<file path="src/logic/mvi_pkg.sv">
// ============================================================================
// Package for the multilevel vectored interrupt controller
// ============================================================================
// Holds the source map, levels, register offsets, fields and reset values.
// Assumes a single 20 MHz system clock domain with synchronous reset.
package mvi_pkg;

    // ========================================================================
    // Source and vector map
    // ========================================================================
    localparam int NUM_SRC = 29;
    localparam int NUM_VEC = 10;
    // First source index of each vector; entry NUM_VEC closes the last range
    localparam int VEC_FIRST_SRC [0:10] = '{0, 1, 2, 5, 9, 11, 14, 17, 21, 25, 29};
    // Named sources; only SRC_EXT_IRQ_THREE is used by the block's own logic
    localparam int SRC_EXT_IRQ_THREE = 5;
    localparam int SRC_BASE_TIMER_A  = 7;  // Two base-timer events stay apart
    localparam int SRC_BASE_TIMER_B  = 8;
    localparam int SRC_PWM_PAIR_HI   = 24; // Combined upper PWM pair
    localparam int SRC_PWM_PAIR_LO   = 28; // Combined lower PWM pair
    // Number of vectors that may take the top level
    localparam int NUM_TOP_VEC       = 2;

    // Vector address = base + step * index
    localparam logic [16:0] VEC_ADDR_BASE = 17'h00003;
    localparam logic [16:0] VEC_ADDR_STEP = 17'h00008;

    // ========================================================================
    // Priority levels
    // ========================================================================
    localparam logic [1:0] LVL_NONE = 2'h0;
    localparam logic [1:0] LVL_LOW  = 2'h1;
    localparam logic [1:0] LVL_HIGH = 2'h2;
    localparam logic [1:0] LVL_TOP  = 2'h3;

    // ========================================================================
    // Register map (byte addresses)
    // ========================================================================
    localparam logic [7:0] OFS_LEVEL   = 8'h00;
    localparam logic [7:0] OFS_ENABLE  = 8'h04;
    localparam logic [7:0] OFS_PEND    = 8'h08;
    localparam logic [7:0] OFS_FILTER  = 8'h0C;
    localparam logic [7:0] OFS_SERVICE = 8'h10;
    localparam logic [7:0] OFS_PIN     = 8'h14;

    // Reset values
    localparam logic [9:0]  LEVEL_RST  = 10'h000;
    localparam logic [28:0] ENABLE_RST = 29'h00000000;
    localparam logic [4:0]  FILTER_RST = 5'h00;

    // Filter register fields
    localparam int FILT_TC_LSB    = 0;
    localparam int FILT_EXT3_BIT  = 2;
    localparam int FILT_TIN_BIT   = 3;
    localparam int FILT_T0CP_BIT  = 4;
    // Service register fields
    localparam int SVC_MASK_LSB   = 0;
    localparam int SVC_CUR_LSB    = 4;
    localparam int SVC_VEC_LSB    = 8;

    // Filter time constant codes
    localparam logic [1:0] FTC_OFF = 2'h0;
    localparam logic [1:0] FTC_1   = 2'h1;
    localparam logic [1:0] FTC_32  = 2'h2;
    localparam logic [1:0] FTC_128 = 2'h3;
    // Time constants in instruction cycles
    localparam int TC_SHORT_INSTR = 1;
    localparam int TC_MID_INSTR   = 32;
    localparam int TC_LONG_INSTR  = 128;

    // Bus responses
    localparam logic [1:0] RESP_OKAY   = 2'h0;
    localparam logic [1:0] RESP_SLVERR = 2'h2;

endpackage

</file>
<file path="src/logic/mvi_noise_filter.sv">
// ============================================================================
// Noise filter for the remote-control input
// ============================================================================
// Output follows the input once it has held a new level for limit_cyc clocks.
// Assumes raw_level is already synchronised to sys_clk.
module mvi_noise_filter #(
    parameter int CNT_W = 8
) (
    // Clock and reset
    input  wire logic             sys_clk,
    input  wire logic             rst_n,
    // Filter input and setting
    input  wire logic             raw_level,
    input  wire logic [CNT_W-1:0] limit_cyc,
    // Filtered level
    output logic                  filt_level
);

    logic [CNT_W-1:0] cnt_q;
    logic [CNT_W-1:0] cnt_d;
    logic             filt_q;
    logic             filt_d;

    initial begin
        if (CNT_W < 1) $error("mvi_noise_filter: CNT_W must be at least 1");
    end

    // ========================================================================
    // Stability counter
    // ========================================================================
    // Any return to the old level restarts the count, so spikes are dropped
    always_comb begin
        cnt_d  = '0;
        filt_d = filt_q;
        if (raw_level != filt_q) begin
            if (cnt_q + CNT_W'(1) >= limit_cyc) begin
                filt_d = raw_level;
            end else begin
                cnt_d = cnt_q + CNT_W'(1);
            end
        end
    end

    always_ff @(posedge sys_clk) begin
        if (!rst_n) begin
            cnt_q  <= '0;
            filt_q <= 1'b0;
        end else begin
            cnt_q  <= cnt_d;
            filt_q <= filt_d;
        end
    end

    assign filt_level = filt_q;

endmodule

</file>
<file path="src/logic/mvi_ctrl.sv">
// ============================================================================
// Multilevel vectored interrupt controller
// ============================================================================
// Gathers 29 sources on 10 vectors with three levels, plus the remote pin
// filter. Assumes an AXI4-Lite master, same-clock source pulses and a CPU
// that acknowledges a request and signals each return from service.
//
// Operation
// - 29 sources onto 10 vectors from lowest
// - Three levels: top over high over low
// - Refuse requests at or below serviced level
// - Simultaneous requests: highest level wins first
// - Equal level: smallest vector address wins
// - Vectors 0-1 top/low, others high/low
// - Base timers separate; PWM pairs combined sources
// - Filter constant of 1, 32, 128 cycles
// - Filter for ext3/timer inputs; pin reads raw
//
// The placing of the registers and the AXI4-Lite slave port are this design's own decisions.
module mvi_ctrl
    import mvi_pkg::*;
#(
    parameter int CYC_PER_INSTR = 1,
    parameter int ADDR_W        = 8
) (
    // Clock and reset
    input  wire logic                   sys_clk,
    input  wire logic                   rst_n,
    // AXI4-Lite write address and data
    input  wire logic [ADDR_W-1:0]      s_axi_awaddr,
    input  wire logic                   s_axi_awvalid,
    output logic                        s_axi_awready,
    input  wire logic [31:0]            s_axi_wdata,
    input  wire logic [3:0]             s_axi_wstrb,
    input  wire logic                   s_axi_wvalid,
    output logic                        s_axi_wready,
    // AXI4-Lite write response
    output logic [1:0]                  s_axi_bresp,
    output logic                        s_axi_bvalid,
    input  wire logic                   s_axi_bready,
    // AXI4-Lite read
    input  wire logic [ADDR_W-1:0]      s_axi_araddr,
    input  wire logic                   s_axi_arvalid,
    output logic                        s_axi_arready,
    output logic [31:0]                 s_axi_rdata,
    output logic [1:0]                  s_axi_rresp,
    output logic                        s_axi_rvalid,
    input  wire logic                   s_axi_rready,
    // Interrupt sources (one-cycle pulses)
    input  wire logic [mvi_pkg::NUM_SRC-1:0] src_evt,
    // Remote-control pin and its timer outputs
    input  wire logic                   remote_input_pin,
    output logic                        timer_zero_input,
    output logic                        timer_zero_capture_input,
    // CPU side
    output logic                        irq_req,
    output logic [3:0]                  irq_vec_idx,
    output logic [16:0]                 irq_vec_addr,
    output logic [1:0]                  irq_level,
    input  wire logic                   irq_ack,
    input  wire logic                   irq_return
);

    localparam int FCNT_W = 16;
    // Filter counts in sys_clk cycles derived from instruction cycles
    localparam int TC_SHORT_CYC = TC_SHORT_INSTR * CYC_PER_INSTR;
    localparam int TC_MID_CYC   = TC_MID_INSTR * CYC_PER_INSTR;
    localparam int TC_LONG_CYC  = TC_LONG_INSTR * CYC_PER_INSTR;

    initial begin
        if (CYC_PER_INSTR < 1 || TC_LONG_CYC >= (1 << FCNT_W))
            $error("mvi_ctrl: CYC_PER_INSTR out of range");
        if (ADDR_W < 8 || ADDR_W > 32)
            $error("mvi_ctrl: ADDR_W must be 8 to 32");
    end

    // ========================================================================
    // Helper functions
    // ========================================================================
    // Byte-lane merge of a bus write
    function automatic logic [31:0] merge_strb(input logic [31:0] old_v,
                                               input logic [31:0] new_v,
                                               input logic [3:0]  strb);
        logic [31:0] res;
        res = old_v;
        for (int b = 0; b < 4; b++) begin
            if (strb[b]) res[b*8 +: 8] = new_v[b*8 +: 8];
        end
        return res;
    endfunction

    // Level a vector runs at from its select bit
    function automatic logic [1:0] vec_level(input int idx, input logic sel);
        if (!sel) return LVL_LOW;
        else if (idx < NUM_TOP_VEC) return LVL_TOP;
        else return LVL_HIGH;
    endfunction

    // Highest level held in a service mask (bit n = level n+1)
    function automatic logic [1:0] top_level(input logic [2:0] mask);
        if (mask[2]) return LVL_TOP;
        else if (mask[1]) return LVL_HIGH;
        else if (mask[0]) return LVL_LOW;
        else return LVL_NONE;
    endfunction

    // ========================================================================
    // State
    // ========================================================================
    logic [9:0]          level_q, level_d;
    logic [NUM_SRC-1:0]  enable_q, enable_d;
    logic [NUM_SRC-1:0]  pend_q, pend_d;
    logic [4:0]          filter_q, filter_d;
    logic [2:0]          svc_q, svc_d;
    logic                aw_held_q, aw_held_d;
    logic [ADDR_W-1:0]   aw_addr_q, aw_addr_d;
    logic                w_held_q, w_held_d;
    logic [31:0]         w_data_q, w_data_d;
    logic [3:0]          w_strb_q, w_strb_d;
    logic                bvalid_q, bvalid_d;
    logic [1:0]          bresp_q, bresp_d;
    logic                rvalid_q, rvalid_d;
    logic [31:0]         rdata_q, rdata_d;
    logic [1:0]          rresp_q, rresp_d;
    logic                req_q, req_d;
    logic [3:0]          vec_q, vec_d;
    logic [1:0]          lvl_q, lvl_d;
    logic                pin_s1_q, pin_s2_q;
    logic                ext3_prev_q;
    logic                tin_q, t0cp_q;
    logic                filt_level;
    logic [FCNT_W-1:0]   filt_limit;
    logic                ext3_level;
    logic                do_write;
    logic [NUM_SRC-1:0]  src_set;
    logic [NUM_VEC-1:0]  vec_pend;

    // ========================================================================
    // Remote pin: synchroniser and filter
    // ========================================================================
    always_ff @(posedge sys_clk) begin
        if (!rst_n) begin
            pin_s1_q <= 1'b0;
            pin_s2_q <= 1'b0;
        end else begin
            pin_s1_q <= remote_input_pin;
            pin_s2_q <= pin_s1_q;
        end
    end

    // Time constant select
    always_comb begin
        case (filter_q[FILT_TC_LSB +: 2])
            FTC_32:  filt_limit = FCNT_W'(TC_MID_CYC);
            FTC_128: filt_limit = FCNT_W'(TC_LONG_CYC);
            default: filt_limit = FCNT_W'(TC_SHORT_CYC);
        endcase
    end

    mvi_noise_filter #(
        .CNT_W      (FCNT_W)
    ) u_filter (
        .sys_clk    (sys_clk),
        .rst_n      (rst_n),
        .raw_level  (pin_s2_q),
        .limit_cyc  (filt_limit),
        .filt_level (filt_level)
    );

    // Each consumer picks filtered or raw; code OFF bypasses for all
    function automatic logic pick_level(input logic use_f);
        return (use_f && filter_q[FILT_TC_LSB +: 2] != FTC_OFF) ? filt_level : pin_s2_q;
    endfunction

    always_comb ext3_level = pick_level(filter_q[FILT_EXT3_BIT]);

    // Timer outputs registered; ext3 edge taken on a rising level
    always_ff @(posedge sys_clk) begin
        if (!rst_n) begin
            ext3_prev_q <= 1'b0;
            tin_q       <= 1'b0;
            t0cp_q      <= 1'b0;
        end else begin
            ext3_prev_q <= ext3_level;
            tin_q       <= pick_level(filter_q[FILT_TIN_BIT]);
            t0cp_q      <= pick_level(filter_q[FILT_T0CP_BIT]);
        end
    end

    assign timer_zero_input         = tin_q;
    assign timer_zero_capture_input = t0cp_q;

    // ========================================================================
    // Pending flags
    // ========================================================================
    // Each source bit is its own flag: base timers apart, PWM pairs one bit
    always_comb begin
        src_set = src_evt;
        src_set[SRC_EXT_IRQ_THREE] = src_evt[SRC_EXT_IRQ_THREE] | (ext3_level & ~ext3_prev_q);
        src_set = src_set & enable_q;
    end

    // Per-vector OR over its source range
    always_comb begin
        for (int v = 0; v < NUM_VEC; v++) begin
            vec_pend[v] = 1'b0;
            for (int s = VEC_FIRST_SRC[v]; s < VEC_FIRST_SRC[v+1]; s++) begin
                vec_pend[v] = vec_pend[v] | (pend_q[s] & enable_q[s]);
            end
        end
    end

    // ========================================================================
    // AXI4-Lite slave
    // ========================================================================
    // Address and data latched separately so either may come first
    assign s_axi_awready = !aw_held_q && !bvalid_q;
    assign s_axi_wready  = !w_held_q && !bvalid_q;
    assign s_axi_arready = !rvalid_q;
    assign do_write      = aw_held_q && w_held_q && !bvalid_q;

    // Write channel and register next values
    always_comb begin
        aw_held_d = aw_held_q;
        aw_addr_d = aw_addr_q;
        w_held_d  = w_held_q;
        w_data_d  = w_data_q;
        w_strb_d  = w_strb_q;
        bvalid_d  = bvalid_q;
        bresp_d   = bresp_q;
        level_d   = level_q;
        enable_d  = enable_q;
        filter_d  = filter_q;
        pend_d    = pend_q;
        if (s_axi_awvalid && s_axi_awready) begin
            aw_held_d = 1'b1;
            aw_addr_d = s_axi_awaddr;
        end
        if (s_axi_wvalid && s_axi_wready) begin
            w_held_d = 1'b1;
            w_data_d = s_axi_wdata;
            w_strb_d = s_axi_wstrb;
        end
        if (s_axi_bvalid && s_axi_bready) bvalid_d = 1'b0;
        if (do_write) begin
            aw_held_d = 1'b0;
            w_held_d  = 1'b0;
            bvalid_d  = 1'b1;
            bresp_d   = RESP_OKAY;
            case (aw_addr_q[7:0])
                OFS_LEVEL:   level_d  = 10'(merge_strb({22'h0, level_q}, w_data_q, w_strb_q));
                OFS_ENABLE:  enable_d = 29'(merge_strb({3'h0, enable_q}, w_data_q, w_strb_q));
                OFS_FILTER:  filter_d = 5'(merge_strb({27'h0, filter_q}, w_data_q, w_strb_q));
                // Write one to clear
                OFS_PEND:    pend_d   = pend_q & ~29'(merge_strb(32'h0, w_data_q, w_strb_q));
                OFS_SERVICE: ;
                OFS_PIN:     ;
                default:     bresp_d  = RESP_SLVERR;
            endcase
            if ((aw_addr_q >> 8) != '0) bresp_d = RESP_SLVERR;
        end
        // New events set after the clear so a same-cycle event survives
        pend_d = pend_d | src_set;
    end

    // Read channel: answer one cycle after address is taken
    always_comb begin
        rvalid_d = rvalid_q;
        rdata_d  = rdata_q;
        rresp_d  = rresp_q;
        if (s_axi_rvalid && s_axi_rready) rvalid_d = 1'b0;
        if (s_axi_arvalid && s_axi_arready) begin
            rvalid_d = 1'b1;
            rresp_d  = RESP_OKAY;
            rdata_d  = 32'h0;
            case (s_axi_araddr[7:0])
                OFS_LEVEL:   rdata_d[9:0]  = level_q;
                OFS_ENABLE:  rdata_d[28:0] = enable_q;
                OFS_PEND:    rdata_d[28:0] = pend_q;
                OFS_FILTER:  rdata_d[4:0]  = filter_q;
                OFS_SERVICE: begin
                    rdata_d[SVC_MASK_LSB +: 3] = svc_q;
                    rdata_d[SVC_CUR_LSB +: 2]  = top_level(svc_q);
                    rdata_d[SVC_VEC_LSB +: 4]  = vec_q;
                end
                OFS_PIN:     rdata_d[0]    = pin_s2_q;   // Raw level always
                default:     rresp_d       = RESP_SLVERR;
            endcase
            if ((s_axi_araddr >> 8) != '0) rresp_d = RESP_SLVERR;
        end
    end

    assign s_axi_bvalid = bvalid_q;
    assign s_axi_bresp  = bresp_q;
    assign s_axi_rvalid = rvalid_q;
    assign s_axi_rdata  = rdata_q;
    assign s_axi_rresp  = rresp_q;

    // ========================================================================
    // Service stack and arbitration
    // ========================================================================
    // Return pops the highest level first, then an ack pushes its level
    always_comb begin
        svc_d = svc_q;
        if (irq_return) begin
            if (svc_d[2]) svc_d[2] = 1'b0;
            else if (svc_d[1]) svc_d[1] = 1'b0;
            else svc_d[0] = 1'b0;
        end
        if (irq_ack && req_q && lvl_q != LVL_NONE) begin
            svc_d[lvl_q - 2'h1] = 1'b1;
        end
    end

    // Arbitrate against the next service level so no stale request appears
    always_comb begin
        logic [1:0] cur;
        logic       found;
        cur   = top_level(svc_d);
        found = 1'b0;
        req_d = 1'b0;
        vec_d = vec_q;
        lvl_d = LVL_NONE;
        // Scan levels top first, vectors lowest address first
        for (int l = 3; l >= 1; l--) begin
            for (int v = 0; v < NUM_VEC; v++) begin
                if (!found && vec_pend[v] && vec_level(v, level_q[v]) == 2'(l)
                    && 2'(l) > cur) begin
                    found = 1'b1;
                    req_d = 1'b1;
                    vec_d = 4'(v);
                    lvl_d = 2'(l);
                end
            end
        end
    end

    assign irq_req      = req_q;
    assign irq_vec_idx  = vec_q;
    assign irq_level    = lvl_q;
    assign irq_vec_addr = VEC_ADDR_BASE + 17'(VEC_ADDR_STEP * vec_q);

    // ========================================================================
    // Registers
    // ========================================================================
    always_ff @(posedge sys_clk) begin
        if (!rst_n) begin
            level_q   <= LEVEL_RST;
            enable_q  <= ENABLE_RST;
            pend_q    <= '0;
            filter_q  <= FILTER_RST;
            svc_q     <= 3'h0;
            aw_held_q <= 1'b0;
            aw_addr_q <= '0;
            w_held_q  <= 1'b0;
            w_data_q  <= 32'h0;
            w_strb_q  <= 4'h0;
            bvalid_q  <= 1'b0;
            bresp_q   <= RESP_OKAY;
            rvalid_q  <= 1'b0;
            rdata_q   <= 32'h0;
            rresp_q   <= RESP_OKAY;
            req_q     <= 1'b0;
            vec_q     <= 4'h0;
            lvl_q     <= LVL_NONE;
        end else begin
            level_q   <= level_d;
            enable_q  <= enable_d;
            pend_q    <= pend_d;
            filter_q  <= filter_d;
            svc_q     <= svc_d;
            aw_held_q <= aw_held_d;
            aw_addr_q <= aw_addr_d;
            w_held_q  <= w_held_d;
            w_data_q  <= w_data_d;
            w_strb_q  <= w_strb_d;
            bvalid_q  <= bvalid_d;
            bresp_q   <= bresp_d;
            rvalid_q  <= rvalid_d;
            rdata_q   <= rdata_d;
            rresp_q   <= rresp_d;
            req_q     <= req_d;
            vec_q     <= vec_d;
            lvl_q     <= lvl_d;
        end
    end

endmodule

</file>
<file path="config.mk">
export PLATFORM = sky130hd
export DESIGN_NAME = mvi_ctrl
export DESIGN_NICKNAME = d
export VERILOG_FILES = /design/src/logic/mvi_pkg.sv /design/src/logic/mvi_noise_filter.sv /design/src/logic/mvi_ctrl.sv
export SDC_FILE = /design/constraint.sdc
export NUM_CORES = 1
export LEC_CHECK = 0
export ABC_AREA = 1
export BUFFER_PORTS_ARGS = -buffer_cell sky130_fd_sc_hd__buf_4
export CORE_ASPECT_RATIO = 1.4
export CORE_MARGIN = 4
export CORE_UTILIZATION = 45
export DETAILED_ROUTE_END_ITERATION = 10
export PLACE_DENSITY_LB_ADDON = 0.25
export SYNTH_ARGS = -nofsm -noshare
export SYNTH_HDL_FRONTEND = slang
export SYNTH_SLANG_ARGS = --single-unit
</file>
<file path="constraint.sdc">
create_clock -name sys_clk -period 2.95 [get_ports sys_clk]
set_input_delay 0.295 -clock sys_clk [delete_from_list [all_inputs] [get_ports sys_clk]]
set_output_delay 0.295 -clock sys_clk [all_outputs]
set_load 0.05 [all_outputs]
</file>
-- Word level (Yosys, flattened, before mapping)
Index checks and enable logic that the tools add are counted.
- register bits after elaboration: 183
- bits in latches: 0
- bits in writable memories: 0
- ROM bits: 0
- bits of input ports: 91
- output and inout bits: 67
- logic and storage cells: 445
- memories kept: 0
- add/subtract/negate cells: 3
- $mul: 0
- divide/modulo/power cells: 0
- order comparisons: 6
- eq/ne operators: 43
- shift operators: 0
- mux-type cells: 145
- bitwise gates (word level): 58
- reduce and logical (&&, ||, !) cells: 159
- operators by type and width (operator ; count):
    $mux 4 ; 30
    $logic_and 1x1->1 ; 104
    $mux 2 ; 37
    $mux 8 ; 9
    $and 29x29->29 ; 2
    $mux 29 ; 2
    $mux 1 ; 51
    $eq 2x2->1 const B ; 22
    $pmux 17 s2 ; 1
    $logic_not 1->1 ; 33
    $eq 8x4->1 const B ; 4
    $eq 8x5->1 const B ; 4
    $and 1x1->1 ; 30
    $reduce_bool 30->1 ; 1
    $not 29->29 ; 1
    $or 29x29->29 ; 1
    $reduce_bool 28->1 ; 1
    $reduce_and 3->1 ; 7
    $eq 2x1->1 const B ; 10
    $or 1x1->1 ; 20
    $add 16x1->16 const B ; 1
    $eq 8x3->1 const B ; 2
    $ge 16x8->1 ; 1
    $logic_not 8->1 ; 2
    other kinds (25) ; 38

-- Longest topological paths before layout
- depth after elaboration: 158
- depth in mapped cells: 20
- gate-level depth less buffers: 20

-- Hierarchy
Synthesis repeated with hierarchy kept, for this count alone.
- cells, all modules: 1239
- area, all modules: 8692.1 um2
- modules (own cells, without submodules) (module ; times used ; cells each ; area an instance (um2) ; seq. area each (um2)):
    mvi_ctrl ; 1 ; 1051 ; 7405.9 ; 3283.1
    mvi_noise_filter ; 1 ; 188 ; 1286.2 ; 340.3

-- Worst setup path after synthesis
OpenSTA, ideal clock, no wires.
- kind: flip-flop to flip-flop
- start: register req_q (netlist: irq_req)
- end: register vec_q[2] (netlist: irq_vec_idx[2])
- setup time: 133 ps
- data arrival time: 2312 ps
- required time: 2817 ps
- setup slack: 505 ps
- stages on the path, launching flop included: 16
- path buffers: 0
- clock period less this slack: 2445 ps
- cells stage by stage: dfxtp_1 -> nand2_1 -> o21ai_4 -> nor2_2 -> nand2_2 -> nand3_4 -> nor2_4 -> nand4_2 -> nor2_4 -> nand4_4 -> nor2_2 -> nand4_2 -> nor2_4 -> o211ai_2 -> nand2_2 -> a21oi_1
- word-level cells in the longest chain between the ends: 154
- elaborated cells between the ends (all ways): 184
- those cells by class: 3 x order compare; 60 x mux; 121 x reduce/logical
- ends and longest elaborated chain (item ; RTL line ; RTL):
    start: declaration ; mvi_ctrl.sv:125 ; logic req_q, req_d;
    start signal: assignment ; mvi_ctrl.sv:382 ; req_q <= req_d;
    $logic_and 1x1->1 * (2 in a row) ; mvi_ctrl.sv:310 ; if (irq_ack && req_q && lvl_q != LVL_NONE) begin
    $mux 3 * ; mvi_ctrl.sv:310 ;
    $mux 1 ; mvi_ctrl.sv:103 ; else if (mask[0]) return LVL_LOW;
    $mux 2 ; mvi_ctrl.sv:102 ; else if (mask[1]) return LVL_HIGH;
    $mux 2 * ; mvi_ctrl.sv:101 ; if (mask[2]) return LVL_TOP;
    $gt 2x2->1 ; mvi_ctrl.sv:328 ; && 2'(l) > cur) begin
    $logic_and 1x1->1 ; mvi_ctrl.sv:328 ;
    $mux 1 ; mvi_ctrl.sv:327 ; if (!found && vec_pend[v] && vec_level(v, level_q[v]) == 2'(l)
    [... 135 more ...] ; -- ;
    $logic_not 1->1 ; mvi_ctrl.sv:327 ;
    $logic_and 1x1->1 (2 in a row) ; mvi_ctrl.sv:327 ;
    $logic_and 1x1->1 ; mvi_ctrl.sv:328 ;
    $mux 1 ; mvi_ctrl.sv:327 ;
    $logic_not 1->1 ; mvi_ctrl.sv:327 ;
    $logic_and 1x1->1 (2 in a row) ; mvi_ctrl.sv:327 ;
    $logic_and 1x1->1 ; mvi_ctrl.sv:328 ;
    $reduce_or 3->1 (no line) ; -- ;
    end signal: assignment ; mvi_ctrl.sv:383 ; vec_q <= vec_d;
    end: declaration ; mvi_ctrl.sv:126 ; logic [3:0] vec_q, vec_d;
Every way passes the cells marked *; elsewhere a longest branch is shown, timed or not.
A chain may end at the register's enable or synchronous reset.

-- Worst setup path after layout
- start: register enable_q[23]
- end: register vec_q[2] (netlist: irq_vec_idx[2])
- word-level cells in the longest chain between the ends: 112
- elaborated cells between the ends (all ways): 133
- those cells by class: 41 x mux; 3 x bitwise; 89 x reduce/logical
- ends and longest elaborated chain (item ; RTL line ; RTL):
    start: declaration ; mvi_ctrl.sv:111 ; logic [NUM_SRC-1:0] enable_q, enable_d;
    start signal: assignment ; mvi_ctrl.sv:368 ; enable_q <= enable_d;
    $and 1x1->1 * ; mvi_ctrl.sv:208 ; vec_pend[v] = vec_pend[v] | (pend_q[s] & enable_q[s]);
    $or 1x1->1 * (2 in a row) ; mvi_ctrl.sv:208 ;
    $logic_and 1x1->1 (2 in a row) ; mvi_ctrl.sv:327 ;
    $logic_and 1x1->1 ; mvi_ctrl.sv:328 ;
    $mux 1 ; mvi_ctrl.sv:327 ;
    $logic_not 1->1 ; mvi_ctrl.sv:327 ;
    $logic_and 1x1->1 (2 in a row) ; mvi_ctrl.sv:327 ;
    $logic_and 1x1->1 ; mvi_ctrl.sv:328 ;
    [... 91 more ...] ; -- ;
    $logic_not 1->1 ; mvi_ctrl.sv:327 ;
    $logic_and 1x1->1 (2 in a row) ; mvi_ctrl.sv:327 ;
    $logic_and 1x1->1 ; mvi_ctrl.sv:328 ;
    $mux 1 ; mvi_ctrl.sv:327 ;
    $logic_not 1->1 ; mvi_ctrl.sv:327 ;
    $logic_and 1x1->1 (2 in a row) ; mvi_ctrl.sv:327 ;
    $logic_and 1x1->1 ; mvi_ctrl.sv:328 ;
    $reduce_or 3->1 (no line) ; -- ;
Marks and branches as above.

==> metrics.cfg <==
[run_status]
status = complete, no violations

[finish]
regArea_mm2 = 0.00362
multiInputGateArea_mm2 = 0.00381
drive_gt1_share_pct = 17.6
nets = 1349
diodes = 0
n_fill_cell = 1720
area_growth_pct = 22.3

[setup_path]
worstPathArrival_ns = 2.75
required_ns = 3.24
crit_end = irq_vec_idx[2]
worstSetupPathType = reg -> reg
ff2ff_setup_slack_ns = 0.49
critPathLaunch = enable_q[23]
reg2reg_from = enable_q[23]
reg2reg_to = irq_vec_idx[2]
cp-end-kind = register
cp_max_fo = 6
startpoint_type = register
worst-r2r-cell-count = 12

[power_and_ir_drop]
power_uw = 5430
powerDensity_mw_per_mm2 = 548
vdd.ir_drop.worst_mv = 0.416
leakagePower_uw = 0.00417

[placement]
place_congestion = 0.879
port_buffers = 136
hpwl_mm = 16.1

[route]
ant_nets = 0
dr.first_iter.drc_count = 446
vias_per_cell = 5.04
drcViolationCount = 0
finalWirelength_mm = 22.1
wire_per_inst_um = 14.7
drtPass1Iterations = 5
vias = 7575

[die]
die_h_um = 167
std_cell_rows = 57
dieArea_mm2 = 0.0203
core-area_mm2 = 0.0175
io_pins = 158
die_width_um = 121
start_util_pct = 46.2

[sta]
hold_viol = 0
fin_crit_ns = 2.46
maxSlewViolCount = 0
rsz0062_at_grt = false
max_freq_ghz = 0.406
post-route-period-util_pct = 83.4
tightestPinTransition_ns = 0.677
slew_headroom_pct = 54.8
finalSetupViolCount = 0
fin_setup_tns_ns = 0
clock_skew_ns = 0.00740

[global_route]
grt_max_degree = 47
grt_pass1_vias = 7272
track_usage_pct = 21.5
grt_antenna_before_repair = 0
grt-ovfl-total = 0
grt_pass1_wl_mm = 34.8

[clock_tree]
clk_pin_slew_ns = 0.06
cts_sinks = 181
cts_setup_buffers = 0
cts_resized = 0
cts_tree = done
cts-hold-fix-buffers = 0
cts_htree_levels = 4
clockBufferDepth = 2
clock_latency_ns = 0.42
cts_made_buffers = 17
root_buffer = clkbuf_16

[synthesis]
synth_edf_count = 0
synthesis.area_mm2 = 0.00811
ys_seq_area_share_pct = 44.7
synth_area_per_cell_um2 = 7.25
postSynthCellCount = 1119
synth-seq-cells = 181
synthDistinctLibCells = 49
async_flop_share_pct = 0
synth_top_flop_cell = dfxtp_1
ys_warn_count = 0

[hold_path]
hold_start = remote_input_pin
hold_path.class = in -> reg

[flow_run]
drv_cap = 0

## routing by layer
metal  GRT usage (%)  part of all wire, %
met5               0                    0
met4            9.02                  2.9
met3            4.14                  5.8
met2            38.4                   51
met1            24.7                   40
## layout by cell type (no fill, tap or decap), types with 3 or more instances in the layout
master     instances
nand2_1          236
dfxtp_1          181
buf_4            152
nor2_1           146
inv_1            114
o21ai_0          114
a21oi_1           95
nand3_1           27
conb_1            26
nor3_1            17
clkbuf_16         17
a211oi_1          16
a31o_2            14
nand4_1            9
xor2_1             8
o31ai_1            7
inv_2              6
nand2_2            5
clkbuf_1           5
o22ai_1            4
a221oi_1           4
clkinv_1           4
o221ai_1           4
ha_1               4
and3_1             3
nor2_2             3
nor2_4             3
nor3_2             3
xnor2_1            3
o2111ai_1          3
clkinv_4           3
bufinv_16          3
## power by group
group	leakage, uW	switching, uW	internal (uW)
clock	0.000285	914	1350
combinational	0.00241	381	191
sequential	0.00148	58.4	2530
total	0.00417	1350	4080
## cell type report
| class | instances | share of cell area (%) |
|---|---|---|
| inverter | 124 | 4.69 |
| clock buffer | 23 | 4.62 |
| tap | 236 | 2.98 |
| clock inverter | 8 | 1.27 |
| timing repair buffer | 152 | 11.5 |
| multi-input combinational | 778 | 38.4 |
| sequential | 181 | 36.5 |
## worst min-delay path by stage
stage          slack, ns  endpoint  depth (start not counted)
2_1_floorplan       0.39  pin_s2_q                          2
3_3_place_gp        0.43  pin_s2_q                          2
3_5_place_dp        0.43  pin_s2_q                          2
4_1_cts             0.04  pin_s1_q                          3
5_1_grt             0.06  pin_s1_q                          3
6_report            0.05  pin_s1_q                          3
## kinds of logic after synthesis
| family | Yosys count | synth area share (%) |
|---|---|---|
| xor+xnor | 11 | 1.19 |
| flops | 181 | 44.7 |
| compound gates | 276 | 19.7 |
| fa+ha+maj | 4 | 0.617 |
| simple gates | 461 | 24.2 |
| buf+inv | 184 | 9.58 |
| other cells | 2 | 0.0926 |
## flip-flops by register name (all words and copies together), names as in the netlist, 3 cells and up
name and count:
s_axi_rdata 29, aw_addr_q 8, enable_q 29, pend_q 29
irq_vec_idx 4, filter_q 5, w_data_q 29, u_filter.cnt_q 16
level_q 10, w_strb_q 4, svc_q 3
## stage by stage
step / setup slack [ns] / cells / cell area, um^2 / util [%] / hold slack (ns)
global route: 0.249 / 1502 / 9920 / 56.5 / 0.0599
CTS: 0.505 / 1502 / 9920 / 56.5 / 0.0374
floorplan: 0.505 / 1143 / 8200 / - / 0.390
detailed placement: 0.519 / 1471 / 9330 / 53.2 / 0.433
global placement: 0.545 / 1471 / 9330 / 53.2 / 0.425
finish: 0.490 / 1502 / 9920 / 56.5 / 0.0528
## critical path, cell delays in order, from the launching register on
cell      delay, ns
dfxtp_1        0.34
nand2_1        0.06
nand2_1        0.05
a221oi_1       0.55
nor3_1         0.22
nor2_4         0.22
nand4_4        0.11
nor2_2         0.14
nand4_2        0.13
nor2_4         0.17
o211ai_2       0.16
nand2_2        0.13
a21oi_1        0.05
## Yosys cell counts, types with 2 or more instances
cell | count | area, um^2
nand2_1 | 236 | 886
dfxtp_1 | 181 | 3620
nor2_1 | 146 | 548
inv_1 | 114 | 428
o21ai_0 | 114 | 571
a21oi_1 | 95 | 475
clkbuf_1 | 33 | 124
nand3_1 | 27 | 135
buf_4 | 23 | 173
nor3_1 | 17 | 85.1
a211oi_1 | 16 | 120
a31o_2 | 14 | 123
nand4_1 | 9 | 56.3
xor2_1 | 8 | 70.1
o31ai_1 | 7 | 52.6
inv_2 | 6 | 22.5
nand2_2 | 5 | 31.3
a221oi_1 | 4 | 35.0
buf_1 | 4 | 15.0
clkinv_1 | 4 | 15.0
ha_1 | 4 | 50.1
nor3_2 | 4 | 40.0
o221ai_1 | 4 | 35.0
o22ai_1 | 4 | 25.0
and3_1 | 3 | 18.8
nor2_2 | 3 | 18.8
nor2_4 | 3 | 33.8
o2111ai_1 | 3 | 26.3
xnor2_1 | 3 | 26.3
a31oi_1 | 2 | 12.5
conb_1 | 2 | 7.51
nand4_2 | 2 | 25.0
nor4_2 | 2 | 25.0
o21ai_1 | 2 | 10.0
No activity file was read; power rests on OpenSTA's default activity.
